**config.mk**
```make
export PLATFORM = sky130hd
export DESIGN_NAME = ocw_top
export DESIGN_NICKNAME = d
export VERILOG_FILES = /design/src/ocw_pkg.sv /design/src/ocw_top.sv
export SDC_FILE = /design/constraint.sdc
export NUM_CORES = 1
export LEC_CHECK = 0
export ABC_CLOCK_PERIOD_IN_PS = 1920
export BUFFER_PORTS_ARGS = -buffer_cell sky130_fd_sc_hd__buf_2
export CAP_MARGIN = 20
export CORE_MARGIN = 2
export CORE_UTILIZATION = 50
export DETAILED_ROUTE_END_ITERATION = 12
export PLACE_DENSITY_LB_ADDON = 0.08
export SETUP_SLACK_MARGIN = 0.05
export SYNTH_ARGS = -nofsm -noshare
export SYNTH_HDL_FRONTEND = slang
export SYNTH_SLANG_ARGS = --single-unit
```
**constraint.sdc**
```tcl
create_clock -name pclk -period 1.92 [get_ports pclk]
set_input_delay 0.288 -clock pclk [delete_from_list [all_inputs] [get_ports pclk]]
set_output_delay 0.288 -clock pclk [all_outputs]
set_load 0.01 [all_outputs]
```
**src/ocw_pkg.sv**
```systemverilog
// Shared constants and types for the oscillator divider, wake-up and clock output select block.
package ocw_pkg;
   // Register indices; the APB byte address is four times the index.
   localparam logic [15:0] IDX_AUX_SEL  = 16'h1C82;
   localparam logic [15:0] IDX_DIV_CTL  = 16'h1C92;
   localparam logic [15:0] IDX_WAKE_EN  = 16'h1C98;
   localparam logic [15:0] IDX_PLL_CS   = 16'h1CA0;
   localparam logic [15:0] IDX_PIN_SEL  = 16'h8400;
   localparam int          ADDR_W       = 18;
   // Field positions.
   localparam int          DIV_EN_BIT   = 15;
   localparam int          DIV_RAT_LSB  = 0;
   localparam int          PIN_DIS_BIT  = 0;
   localparam int          PIN_SRC_LSB  = 1;
   localparam int          PD_BIT       = 0;
   localparam int          STAB_BIT     = 1;
   // Reset values.
   localparam logic [4:0]  DIV_RAT_RST  = 5'h00;
   localparam logic        DIV_EN_RST   = 1'b0;
   localparam logic [4:0]  WAKE_EN_RST  = 5'h1F;
   localparam logic [3:0]  AUX_SEL_RST  = 4'hB;
   localparam logic [1:0]  PIN_SRC_RST  = 2'h1;
   localparam logic        PIN_DIS_RST  = 1'b0;
   // Auxiliary output select codes above the divider range.
   localparam logic [3:0]  AUX_TAP_A    = 4'h9;
   localparam logic [3:0]  AUX_TAP_B    = 4'hA;
   localparam logic [3:0]  AUX_TAP_C    = 4'hB;
   // Oscillator stabilization count in reference clock cycles.
   localparam int          STAB_CYC_DEF = 41032;
   localparam int          STAB_W       = 16;

   // Oscillator divider control fields.
   typedef struct packed {
      logic       en;
      logic [4:0] ratio;
   } ocw_div_s;

   // Main clock pin selection fields.
   typedef struct packed {
      logic [1:0] src;
      logic       dis;
   } ocw_pin_s;

   // Oscillator state, Gray coded along run, down, stabilize.
   typedef enum logic [1:0] {
      OSC_RUN  = 2'b00,
      OSC_DOWN = 2'b01,
      OSC_STAB = 2'b11
   } ocw_osc_e;
endpackage

```
**src/ocw_top.sv**
```systemverilog
// Oscillator divider, oscillator wake-up control and clock output selection with an APB slave.
// Function
// - Auxiliary divider divides oscillator by ratio plus one, 1 to 32.
// - Divider stops while its enable bit is 0, runs while 1.
// - Ratio field in bits 4:0, read/write, resets to zero.
// - Reserved bits read zero; writes to them do nothing.
// - In power-down, rising edge on an enabled source wakes oscillator, clears flag.
// - A source whose wake bit is 1 never wakes the oscillator.
// - Wake bits 4..1 map to irq 3..0, bit 0 to nmi.
// - All five wake bits read/write, reset to 1.
// - Select 0-7 divider, 9/10/11 taps A/B/C, others unsupported.
// - Auxiliary select resets to 1011; other codes are debug only.
// - Pin source bits 2:1: 01/10/11 pick clocks one/two/three; 00 reserved; reset 01.
// - Pin disable bit 0 set holds main clock pin low; resets 0.
// - Wake from power-down counts 41,032 reference cycles before resuming.
//
// The APB interface to the registers was decided locally.
`timescale 1ns/1ps
`default_nettype none
module ocw_top #(
   parameter int STAB_CYCLES = ocw_pkg::STAB_CYC_DEF
) (
   input  wire logic                       pclk,
   input  wire logic                       presetn,
   input  wire logic                       psel,
   input  wire logic                       penable,
   input  wire logic                       pwrite,
   input  wire logic [ocw_pkg::ADDR_W-1:0] paddr,
   input  wire logic [31:0]                pwdata,
   output logic [31:0]                     prdata,
   output logic                            pready,
   output logic                            pslverr,
   input  wire logic                       ext_irq_3,
   input  wire logic                       ext_irq_2,
   input  wire logic                       ext_irq_1,
   input  wire logic                       ext_irq_0,
   input  wire logic                       nmi_in,
   input  wire logic                       tap_a,
   input  wire logic                       tap_b,
   input  wire logic                       tap_c,
   input  wire logic                       system_clock_one,
   input  wire logic                       system_clock_two,
   input  wire logic                       system_clock_three,
   output logic                            aux_clock_out,
   output logic                            main_clock_pin,
   output logic                            osc_running,
   output logic                            program_resume
);
   import ocw_pkg::*;

   localparam logic [STAB_W-1:0] STAB_LAST = STAB_W'(STAB_CYCLES - 1);

   // Register state.
   ocw_div_s          div_r;
   logic [4:0]        wake_en_r;
   logic [3:0]        aux_sel_r;
   ocw_pin_s          pin_r;
   ocw_osc_e          osc_r;
   ocw_osc_e          osc_nxt;
   logic [STAB_W-1:0] stab_cnt_r;
   logic              prun_r;
   logic              run_r;

   // Two-flop synchronisers for every asynchronous input.
   logic [10:0]       async_in;
   logic [10:0]       meta_r;
   logic [10:0]       sync_r;
   logic [4:0]        wake_prev_r;

   // Divider and output path state.
   logic [4:0]        cnt_r;
   logic [4:0]        act_ratio_r;
   logic              act_en_r;
   logic [3:0]        act_aux_r;
   ocw_pin_s          act_pin_r;
   logic              div_out_r;
   logic              aux_r;
   logic              pin_r_out;

   // APB registered answer.
   logic [31:0]       prdata_r;
   logic              pready_r;
   logic              pslverr_r;

   assign async_in = {system_clock_three, system_clock_two, system_clock_one,
                      tap_c, tap_b, tap_a,
                      ext_irq_3, ext_irq_2, ext_irq_1, ext_irq_0, nmi_in};

   // Only the second stage is read by logic; the first stage only feeds it.
   always_ff @(posedge pclk or negedge presetn) begin
      if (!presetn) begin
         meta_r <= 11'h000;
         sync_r <= 11'h000;
      end else begin
         meta_r <= async_in;
         sync_r <= meta_r;
      end
   end

   // APB decode; a register index is the byte address divided by four.
   wire [ADDR_W-1:0] a_aux  = ADDR_W'({IDX_AUX_SEL, 2'b00});
   wire [ADDR_W-1:0] a_div  = ADDR_W'({IDX_DIV_CTL, 2'b00});
   wire [ADDR_W-1:0] a_wake = ADDR_W'({IDX_WAKE_EN, 2'b00});
   wire [ADDR_W-1:0] a_pll  = ADDR_W'({IDX_PLL_CS, 2'b00});
   wire [ADDR_W-1:0] a_pin  = ADDR_W'({IDX_PIN_SEL, 2'b00});
   wire hit_aux  = (paddr == a_aux);
   wire hit_div  = (paddr == a_div);
   wire hit_wake = (paddr == a_wake);
   wire hit_pll  = (paddr == a_pll);
   wire hit_pin  = (paddr == a_pin);
   wire hit_any  = hit_aux | hit_div | hit_wake | hit_pll | hit_pin;
   wire setup_ph = psel & ~penable;
   wire wr_go    = psel & penable & pready_r & pwrite & hit_any;

   // Read mux; reserved bits are built as zero.
   wire [31:0] rd_div  = {16'h0000, div_r.en, 10'h000, div_r.ratio};
   wire [31:0] rd_wake = {27'h0000000, wake_en_r};
   wire [31:0] rd_aux  = {28'h0000000, aux_sel_r};
   wire [31:0] rd_pin  = {29'h00000000, pin_r.src, pin_r.dis};
   wire [31:0] rd_pll  = {30'h00000000, osc_r == OSC_STAB, osc_r == OSC_DOWN};
   wire [31:0] rd_mux  = hit_div  ? rd_div  :
                         hit_wake ? rd_wake :
                         hit_aux  ? rd_aux  :
                         hit_pin  ? rd_pin  :
                         hit_pll  ? rd_pll  : 32'h00000000;

   // The answer is prepared in the setup phase so that pready rises in the first access cycle.
   always_ff @(posedge pclk or negedge presetn) begin
      if (!presetn) begin
         pready_r  <= 1'b0;
         prdata_r  <= 32'h00000000;
         pslverr_r <= 1'b0;
      end else begin
         pready_r  <= setup_ph;
         prdata_r  <= (setup_ph & ~pwrite) ? rd_mux : 32'h00000000;
         pslverr_r <= setup_ph & ~hit_any;
      end
   end

   // Software-visible control registers.
   always_ff @(posedge pclk or negedge presetn) begin
      if (!presetn) begin
         // ratio resets to divide by one
         div_r.ratio <= DIV_RAT_RST;
         div_r.en    <= DIV_EN_RST;
         wake_en_r   <= WAKE_EN_RST;
         aux_sel_r   <= AUX_SEL_RST;
         pin_r.src   <= PIN_SRC_RST;
         pin_r.dis   <= PIN_DIS_RST;
      end else if (wr_go) begin
         if (hit_div) begin
            div_r.ratio <= pwdata[DIV_RAT_LSB +: 5];
            div_r.en    <= pwdata[DIV_EN_BIT];
         end
         if (hit_wake) begin
            wake_en_r <= pwdata[4:0];
         end
         if (hit_aux) begin
            aux_sel_r <= pwdata[3:0];
         end
         if (hit_pin) begin
            pin_r.src <= pwdata[PIN_SRC_LSB +: 2];
            pin_r.dis <= pwdata[PIN_DIS_BIT];
         end
      end
   end

   // Wake edge detection on the synchronised interrupt inputs.
   wire [4:0] wake_now  = sync_r[4:0];
   wire [4:0] wake_rise = wake_now & ~wake_prev_r;
   // only sources with a zero enable bit count
   wire       wake_hit  = |(wake_rise & ~wake_en_r);
   wire       pd_write  = wr_go & hit_pll & pwdata[PD_BIT];

   // Previous level resets low, the idle level of the pins, so no false edge follows reset.
   always_ff @(posedge pclk or negedge presetn) begin
      if (!presetn) begin
         wake_prev_r <= 5'h00;
      end else begin
         wake_prev_r <= wake_now;
      end
   end

   // Oscillator state: software powers down, an enabled wake edge restarts it.
   always_comb begin
      osc_nxt = osc_r;
      case (osc_r)
         OSC_RUN: begin
            if (pd_write) begin
               osc_nxt = OSC_DOWN;
            end
         end
         OSC_DOWN: begin
            if (wake_hit) begin
               osc_nxt = OSC_STAB;
            end
         end
         OSC_STAB: begin
            if (stab_cnt_r == STAB_LAST) begin
               osc_nxt = OSC_RUN;
            end
         end
         default: begin
            osc_nxt = OSC_RUN;
         end
      endcase
   end

   // State register, stabilization counter and the registered running and resume outputs.
   always_ff @(posedge pclk or negedge presetn) begin
      if (!presetn) begin
         osc_r      <= OSC_RUN;
         stab_cnt_r <= '0;
         prun_r     <= 1'b0;
         run_r      <= 1'b1;
      end else begin
         osc_r      <= osc_nxt;
         stab_cnt_r <= (osc_r == OSC_STAB) ? stab_cnt_r + 1'b1 : '0;
         prun_r     <= (osc_r == OSC_STAB) && (osc_nxt == OSC_RUN);
         // Taken from the next state, so the running flag rises in the same cycle as the resume pulse.
         run_r      <= (osc_nxt == OSC_RUN);
      end
   end

   // Divider runs only with the oscillator up and its enable set.
   wire osc_up   = (osc_r == OSC_RUN);
   wire cnt_last = (cnt_r == act_ratio_r);
   // High for the first half of the period, rounded up, so divide by one stays high.
   wire [5:0] half   = (6'(act_ratio_r) + 6'd2) >> 1;
   wire       div_hi = act_en_r & osc_up & (6'(cnt_r) < half);

   // Period counter; the active ratio and enable are copies of the software fields.
   always_ff @(posedge pclk or negedge presetn) begin
      if (!presetn) begin
         cnt_r       <= 5'h00;
         act_ratio_r <= DIV_RAT_RST;
         act_en_r    <= DIV_EN_RST;
         div_out_r   <= 1'b0;
      end else begin
         // new ratio and enable at a period boundary or while disabled or the oscillator is down
         if (cnt_last | ~act_en_r | ~osc_up) begin
            act_ratio_r <= div_r.ratio;
            act_en_r    <= div_r.en;
            cnt_r       <= 5'h00;
         end else begin
            cnt_r <= cnt_r + 5'h01;
         end
         // period is ratio plus one cycles
         div_out_r <= div_hi;
      end
   end

   // Source selection for the two clock outputs.
   wire aux_next = (act_aux_r[3] == 1'b0) ? div_out_r :
                   (act_aux_r == AUX_TAP_A) ? sync_r[5] :
                   (act_aux_r == AUX_TAP_B) ? sync_r[6] :
                   (act_aux_r == AUX_TAP_C) ? sync_r[7] : 1'b0;
   // While the pin is low the new selection applies at once, so the old one cannot raise a disabled pin.
   ocw_pin_s pin_use;
   assign pin_use = pin_r_out ? act_pin_r : pin_r;
   wire pin_sel  = (pin_use.src == 2'h1) ? sync_r[8] :
                   (pin_use.src == 2'h2) ? sync_r[9] :
                   (pin_use.src == 2'h3) ? sync_r[10] : 1'b0;
   wire pin_next = ~pin_use.dis & pin_sel;

   always_ff @(posedge pclk or negedge presetn) begin
      if (!presetn) begin
         act_aux_r <= AUX_SEL_RST;
         act_pin_r <= '{src: PIN_SRC_RST, dis: PIN_DIS_RST};
         aux_r     <= 1'b0;
         pin_r_out <= 1'b0;
      end else begin
         // switch while the output is low
         if (!aux_r) begin
            act_aux_r <= aux_sel_r;
         end
         if (!pin_r_out) begin
            act_pin_r <= pin_r;
         end
         aux_r     <= aux_next;
         pin_r_out <= pin_next;
      end
   end

   // Every output is taken straight from its register.
   assign prdata         = prdata_r;
   assign pready         = pready_r;
   assign pslverr        = pslverr_r;
   assign aux_clock_out  = aux_r;
   assign main_clock_pin = pin_r_out;
   assign osc_running    = run_r;
   assign program_resume = prun_r;
endmodule
`default_nettype wire

```
==> metrics, run 1 <==
Hold Fails Final Rpt 0; synthesized netlist cell count 339; clock-pin slew reported for the worst setup and hold paths after clock tree synthesis 0.09 ns; floorplan die area 9200 um2; Hold WS 0.0282 ns; HPWL Detailed 5790 um; Routed WL 7760 um; worst min-delay path category in -> reg; Inserted Clock Buffers 9; core area 8220 um2; Synth Area in Compound Gates 0.0524; final weighted congestion in routability-driven placement 0.851; hold path start system_clock_three; first-pass GRT wire length 13000 um; root cell of the clock tree clkbuf_8; Worst setup EP type flip-flop; Leak Pwr 2.36 nW; cell type with the largest total area after synthesis dfrtp_1; layout net count 489; status finished, final reports clean; largest fanout on the critical path 3; timing-limited maximum frequency 577 MHz; first-iteration detailed-routing DRC count 99; main area contributors after synthesis dfrtp_1, dfstp_2, mux2_2; count of distinct cell types in the synthesized netlist 55; count of input and output buffers 51; flops & latches, synth 94; # Post-CTS Setup Buffers 0; number of synthesized flops with an enable pin 0; peak supply drop 0.509 mV; Simple-Gate Fraction of Synth Area 0.173; number of warnings issued by yosys 0; Layout Skew 0.0112 ns; startpoint of the worst-slack reg-to-reg timing path stab_cnt_r[5]; CTS H-tree lvls 3; number of buffer and inverter stages on the critical path 0; most frequent cells after synthesis dfrtp_1, nor2_1, buf_4; via count of the first global-routing pass 2680; largest family of logic cells by synthesized area simple AND/OR/NAND/NOR gates; max-slew violations 0; number of remaining DRC errors 0; overall power after layout 3.76 mW; Setup TNS Final 0 ns; area share of the leading cell type in the synthesized netlist 0.474; worst setup path class reg -> reg; average wire length per cell after detail routing 14.8 um; slowest CP cell or4b_2; Post-DP Area 4620 um2; first drt pass iteration count 4; final clock period utilization by the worst path 0.902; Bufs on Longest Clock Path 2; most repeated cell in the gate-level netlist after synthesis dfrtp_1; number of antenna violations at the first check in global routing 0; fraction of synthesis flops using an asynchronous set or reset pin 1.00; number of placed I/O pins 104; critical register-to-register path endpoint osc_r[0]; maximum number of pins on one net before global-route repair 61; Worst-Skew Late Latency 0.36 ns; average instance area after synthesis 12.5 um2; Starting Density 0.514; synthesis-to-finish area growth 15.0%; nature of the critical path startpoint flip-flop; Die Y 95.9 um; power per cell area 773 nW/um2; share of synthesized cell area in full adder, half adder and majority cells 0.0207; Final setup viols 0; worst endpoint data arrival time 1.97 ns; filler instances 713; proportion of synthesized chip area in sequential cells 0.561; required time reported for the critical path endpoint 2.15 ns; longest individual stage delay on the worst path 0.68 ns; r2r setup slk 0.19 ns; # clock sinks 94; post-route ant nets 0; Worst R2R Path Depth 4; xor and xnor fraction of the mapped netlist area 0.0435; area of the mapped netlist 4230 um2; overall global routing resource usage 0.190; multiplexer share of the synthesized area 0.0944; number of diodes 0; cell family with most CP delay simple AND/OR/NAND/NOR gates; row count 33; max-capacitance violation count 0; die width 95.9 um; Remaining Overflow, GRT 0; ordered list of cells on the worst path or4b_2 -> nor4_2 -> nand2b_4 -> o21ai_0; TritonCTS clock tree yes; final instance area 4860 um2; fraction of final layout cells with drive strength greater than 1 0.342; RSZ-0062 raised after global routing false; post-detailed-route via-to-cell ratio 5.10; Hold Crit Endpoint meta_r[10]; minimum period implied by the final worst setup slack 1.73 ns; top flip-flop cell by instance count after synthesis dfrtp_1; vias 2680; hold-critical path depth 1
what timing repair did:
item                                   in CTS  in global routing
hold buffers                                1                  3
resized for setup                           0                  5
endpoints found under the hold margin       7                  3
setup endpoints to repair                   0                  2
cells by family (layout without fill, tap and decap cells):
family | after synthesis | count (layout)
fa+ha+maj | 7 | 7
compound gates | 34 | 34
simple gates | 113 | 113
other cells | 1 | 26
xor+xnor | 21 | 21
flops | 94 | 94
buf+inv | 35 | 92
mux | 34 | 34
state kept, by name, indices dropped and copies added, names as in the netlist, 2 cells and up:
register     count
act_aux_r        4
act_pin_r        3
act_ratio_r      5
aux_sel_r        4
cnt_r            5
div_r            6
meta_r          11
osc_r            2
pin_r            3
prdata           6
stab_cnt_r      16
sync_r          11
wake_en_r        5
wake_prev_r      5
layout by cell type, fill, tap and decap left out, drive strengths merged, types with 3 or more instances in the layout:
cell         instances
clkbuf              10
ha                   7
nor3                10
mux2                32
xor2                12
nor4                 9
and3                 5
nand2b               5
nor2                32
nand4                5
or3                  3
dlygate4sd3          4
dfrtp               80
nand2               14
a21oi                9
o21ai                6
conb                26
buf                 65
xnor2                9
a22oi                5
dfstp               14
nor4b                3
nand3               16
inv                  9
o21a                 4
per-layer routing:
metal | vias to the layer above | wire, um | global-route usage
met1 | 1298 | 3690 | 0.260
met3 | 10 | 306 | 0.0548
met2 | 64 | 3640 | 0.295
met4 | 0 | 123 | 0.0583
met5 | - | 0 | 0
li1 | 1308 | - | -
stage by stage:
step / setup WS [ns] / instances / util
after floorplan: 0.220 / 364 / -
after global placement: 0.0648 / 506 / 0.563
after detailed placement: 0.0571 / 506 / 0.563
after CTS: 0.124 / 523 / 0.585
after global routing: 0.0581 / 526 / 0.591
final: 0.188 / 526 / 0.591
area by class of cell:
cell class              count  area (um2)  share of cell area
repair buffers             69         415              0.0855
clock inverters             6        46.3             0.00953
well taps                 105         131              0.0270
clock buffers              10         128              0.0263
inverters                   7        26.3             0.00541
flip-flops and latches     94        2370               0.488
multi-input cells         235        1740               0.359
where the power goes:
group / internal [mW] / switching, mW / total, mW
clock: 0.480 / 0.682 / 1.16
sequential: 2.08 / 0.0643 / 2.14
combinational: 0.197 / 0.256 / 0.453
total: 2.76 / 1.00 / 3.76
worst max path at each step:
stage | slack, ns | startpoint | cells after the start | endpoint
CTS | 0.12 | act_ratio_r[1] | 8 | div_out_r
global placement | 0.06 | paddr[17] | 6 | wake_en_r[0]
global route | 0.06 | stab_cnt_r[5] | 4 | osc_r[0]
detailed placement | 0.06 | paddr[17] | 6 | wake_en_r[3]
floorplan | 0.22 | act_ratio_r[1] | 8 | div_out_r
finish | 0.19 | stab_cnt_r[5] | 4 | osc_r[0]
(Power assumes the default switching activity.)
==> run 2, diff against run 1 <==
--- a/config.mk
+++ b/config.mk
@@ -5,7 +5,7 @@
 export SDC_FILE = /design/constraint.sdc
 export NUM_CORES = 1
 export LEC_CHECK = 0
-export ABC_CLOCK_PERIOD_IN_PS = 1920
+export ABC_CLOCK_PERIOD_IN_PS = 2000
 export BUFFER_PORTS_ARGS = -buffer_cell sky130_fd_sc_hd__buf_2
 export CAP_MARGIN = 20
 export CORE_MARGIN = 2
==> constraint.sdc (replaced) <==
create_clock -name pclk -period 2 [get_ports pclk]
set_input_delay 0.3 -clock pclk [delete_from_list [all_inputs] [get_ports pclk]]
set_output_delay 0.3 -clock pclk [all_outputs]
set_load 0.01 [all_outputs]
==> run 2 against run 1 <==
  * Clock skew up 0.00086 ns
  * Die area stayed put
  * Global-route usage grew 0.23 points
==> metrics, run 2 (synthesis gave the netlist of run 1 again) <==
status finished, final reports clean; overall global routing resource usage 0.192; clock-pin slew reported for the worst setup and hold paths after clock tree synthesis 0.10 ns; final core utilization 0.589; Inserted Clock Buffers 9; launching element of the worst setup path stab_cnt_r[5]; longest individual stage delay on the worst path 0.68 ns; power per cell area 787 nW/um2; RSZ-0062 raised after global routing false; fraction of final layout cells with drive strength greater than 1 0.338; share of power burned in registers 0.541; Die Y 95.9 um; max-slew violations 0; Worst-Skew Late Latency 0.36 ns; post-route ant nets 0; Leak Pwr 2.35 nW; ordered list of cells on the worst path or4b_2 -> nor4_2 -> nand2b_1 -> o21ai_0; worst setup path class reg -> reg; root cell of the clock tree clkbuf_8; first-iteration detailed-routing DRC count 119; required time reported for the critical path endpoint 2.24 ns; core area 8220 um2; number of remaining DRC errors 0; floorplan die area 9200 um2; average wire length per cell after detail routing 15.1 um; timing-limited maximum frequency 555 MHz; part of the power in combinational logic 0.113; worst min-delay path category in -> reg; via count of the first global-routing pass 2718; Worst setup EP type flip-flop; Hold Fails Final Rpt 0; slowest CP cell or4b_2; switching share of total power 0.268; CTS H-tree lvls 3; vias 2698; count of input and output buffers 51; layout net count 485; net switching power of the design 1.02 mW; most used cells in the layout excluding fill and tap cells dfrtp_1, buf_2, nor2_1; HPWL Detailed 5910 um; maximum number of pins on one net before global-route repair 40; nature of the critical path startpoint flip-flop; Routed WL 7910 um; final clock period utilization by the worst path 0.900; hold path start system_clock_three; die width 95.9 um; registers with the most flip-flops stab_cnt_r (16), meta_r (11), sync_r (11); # clock sinks 94; Setup TNS Final 0 ns; synthesis-to-finish area growth 14.6%; Final setup viols 0; peak supply drop 0.635 mV; first-pass GRT wire length 13300 um; Starting Density 0.514; final weighted congestion in routability-driven placement 0.846; max-capacitance violation count 0; largest fanout on the critical path 3; worst endpoint data arrival time 2.04 ns; share of total power in the clock network 0.347; first drt pass iteration count 4; Remaining Overflow, GRT 0; number of flip-flops in the largest register 16; Internal Power 2.79 mW; most frequent standard cell in the layout excluding fill and tap cells dfrtp_1; row count 33; number of placed I/O pins 104; number of antenna violations at the first check in global routing 0; TritonCTS clock tree yes; Layout Skew 0.0120 ns; minimum period implied by the final worst setup slack 1.80 ns; Bufs on Longest Clock Path 2; number of diodes 0; # Post-CTS Setup Buffers 0; post-detailed-route via-to-cell ratio 5.17; Reg with most FFs stab_cnt_r; startpoint of the worst-slack reg-to-reg timing path stab_cnt_r[5]
==> run 2: metrics by stage <==
step	total power [mW]	instances	hold slack (ns)	worst slack, ns	area, um2
after floorplan	2.35	364	0.00441	0.300	4320
after global placement	2.51	505	0.195	0.135	4620
after detailed placement	2.52	505	0.198	0.104	4620
after CTS	3.86	522	0.0173	0.117	4840
after global routing	4.00	522	0.0114	0.0566	4840
final	3.81	522	0.0334	0.200	4840
==> run 2: power by group through the flow <==
stage	clock, mW	combinational [mW]	sequential, mW
after floorplan	0	0.254	2.10
after CTS	1.37	0.433	2.06
final	1.32	0.429	2.06
after detailed placement	0	0.428	2.10
after global routing	1.43	0.497	2.07
after global placement	0	0.417	2.09
==> run 2: worst max-delay path: cells and delay by family, from the launching register on <==
kind / cells / cell delay (ns)
AOI/OAI and AO/OA: 1 / 0.10
DFF: 1 / 0.39
and+or+nand+nor: 3 / 1.19
==> run 2: timing repair <==
action | CTS | global route
gates resized for setup | 0 | 2
endpoints found under the setup margin | 0 | 3
endpoints found under the hold margin | 16 | 0
hold buffers | 1 | 0
==> run 2: layout make-up <==
type                    count  area [um2]
fillers                   708        3370
flip-flops and latches     94        2370
multi-input cells         235        1730
repair buffers             65         378
well taps                 105         131
clock buffers               9         124
clock inverters             7        86.3
inverters                   7        26.3
==> run 2: metal layers <==
| layer | track usage | part of all wire | vias up |
|---|---|---|---|
| met5 | 0 | 0 | - |
| met1 | 0.261 | 0.47 | 1326 |
| met2 | 0.311 | 0.48 | 71 |
| met3 | 0.0305 | 0.036 | 10 |
| met4 | 0.0738 | 0.017 | 0 |
| li1 | - | - | 1291 |
==> run 2: path summary, 6_finish.rpt <==
check                      slack [ns]  cells after the start             to
setup reg to reg                 0.20                      4       osc_r[0]
max in group asynchronous        1.06                      3   act_aux_r[3]
min in group asynchronous        0.34                      2  stab_cnt_r[8]
setup / recovery                 0.20                      4       osc_r[0]
hold / removal                   0.03                      1     meta_r[10]
hold reg to reg                  0.35                      0      sync_r[0]
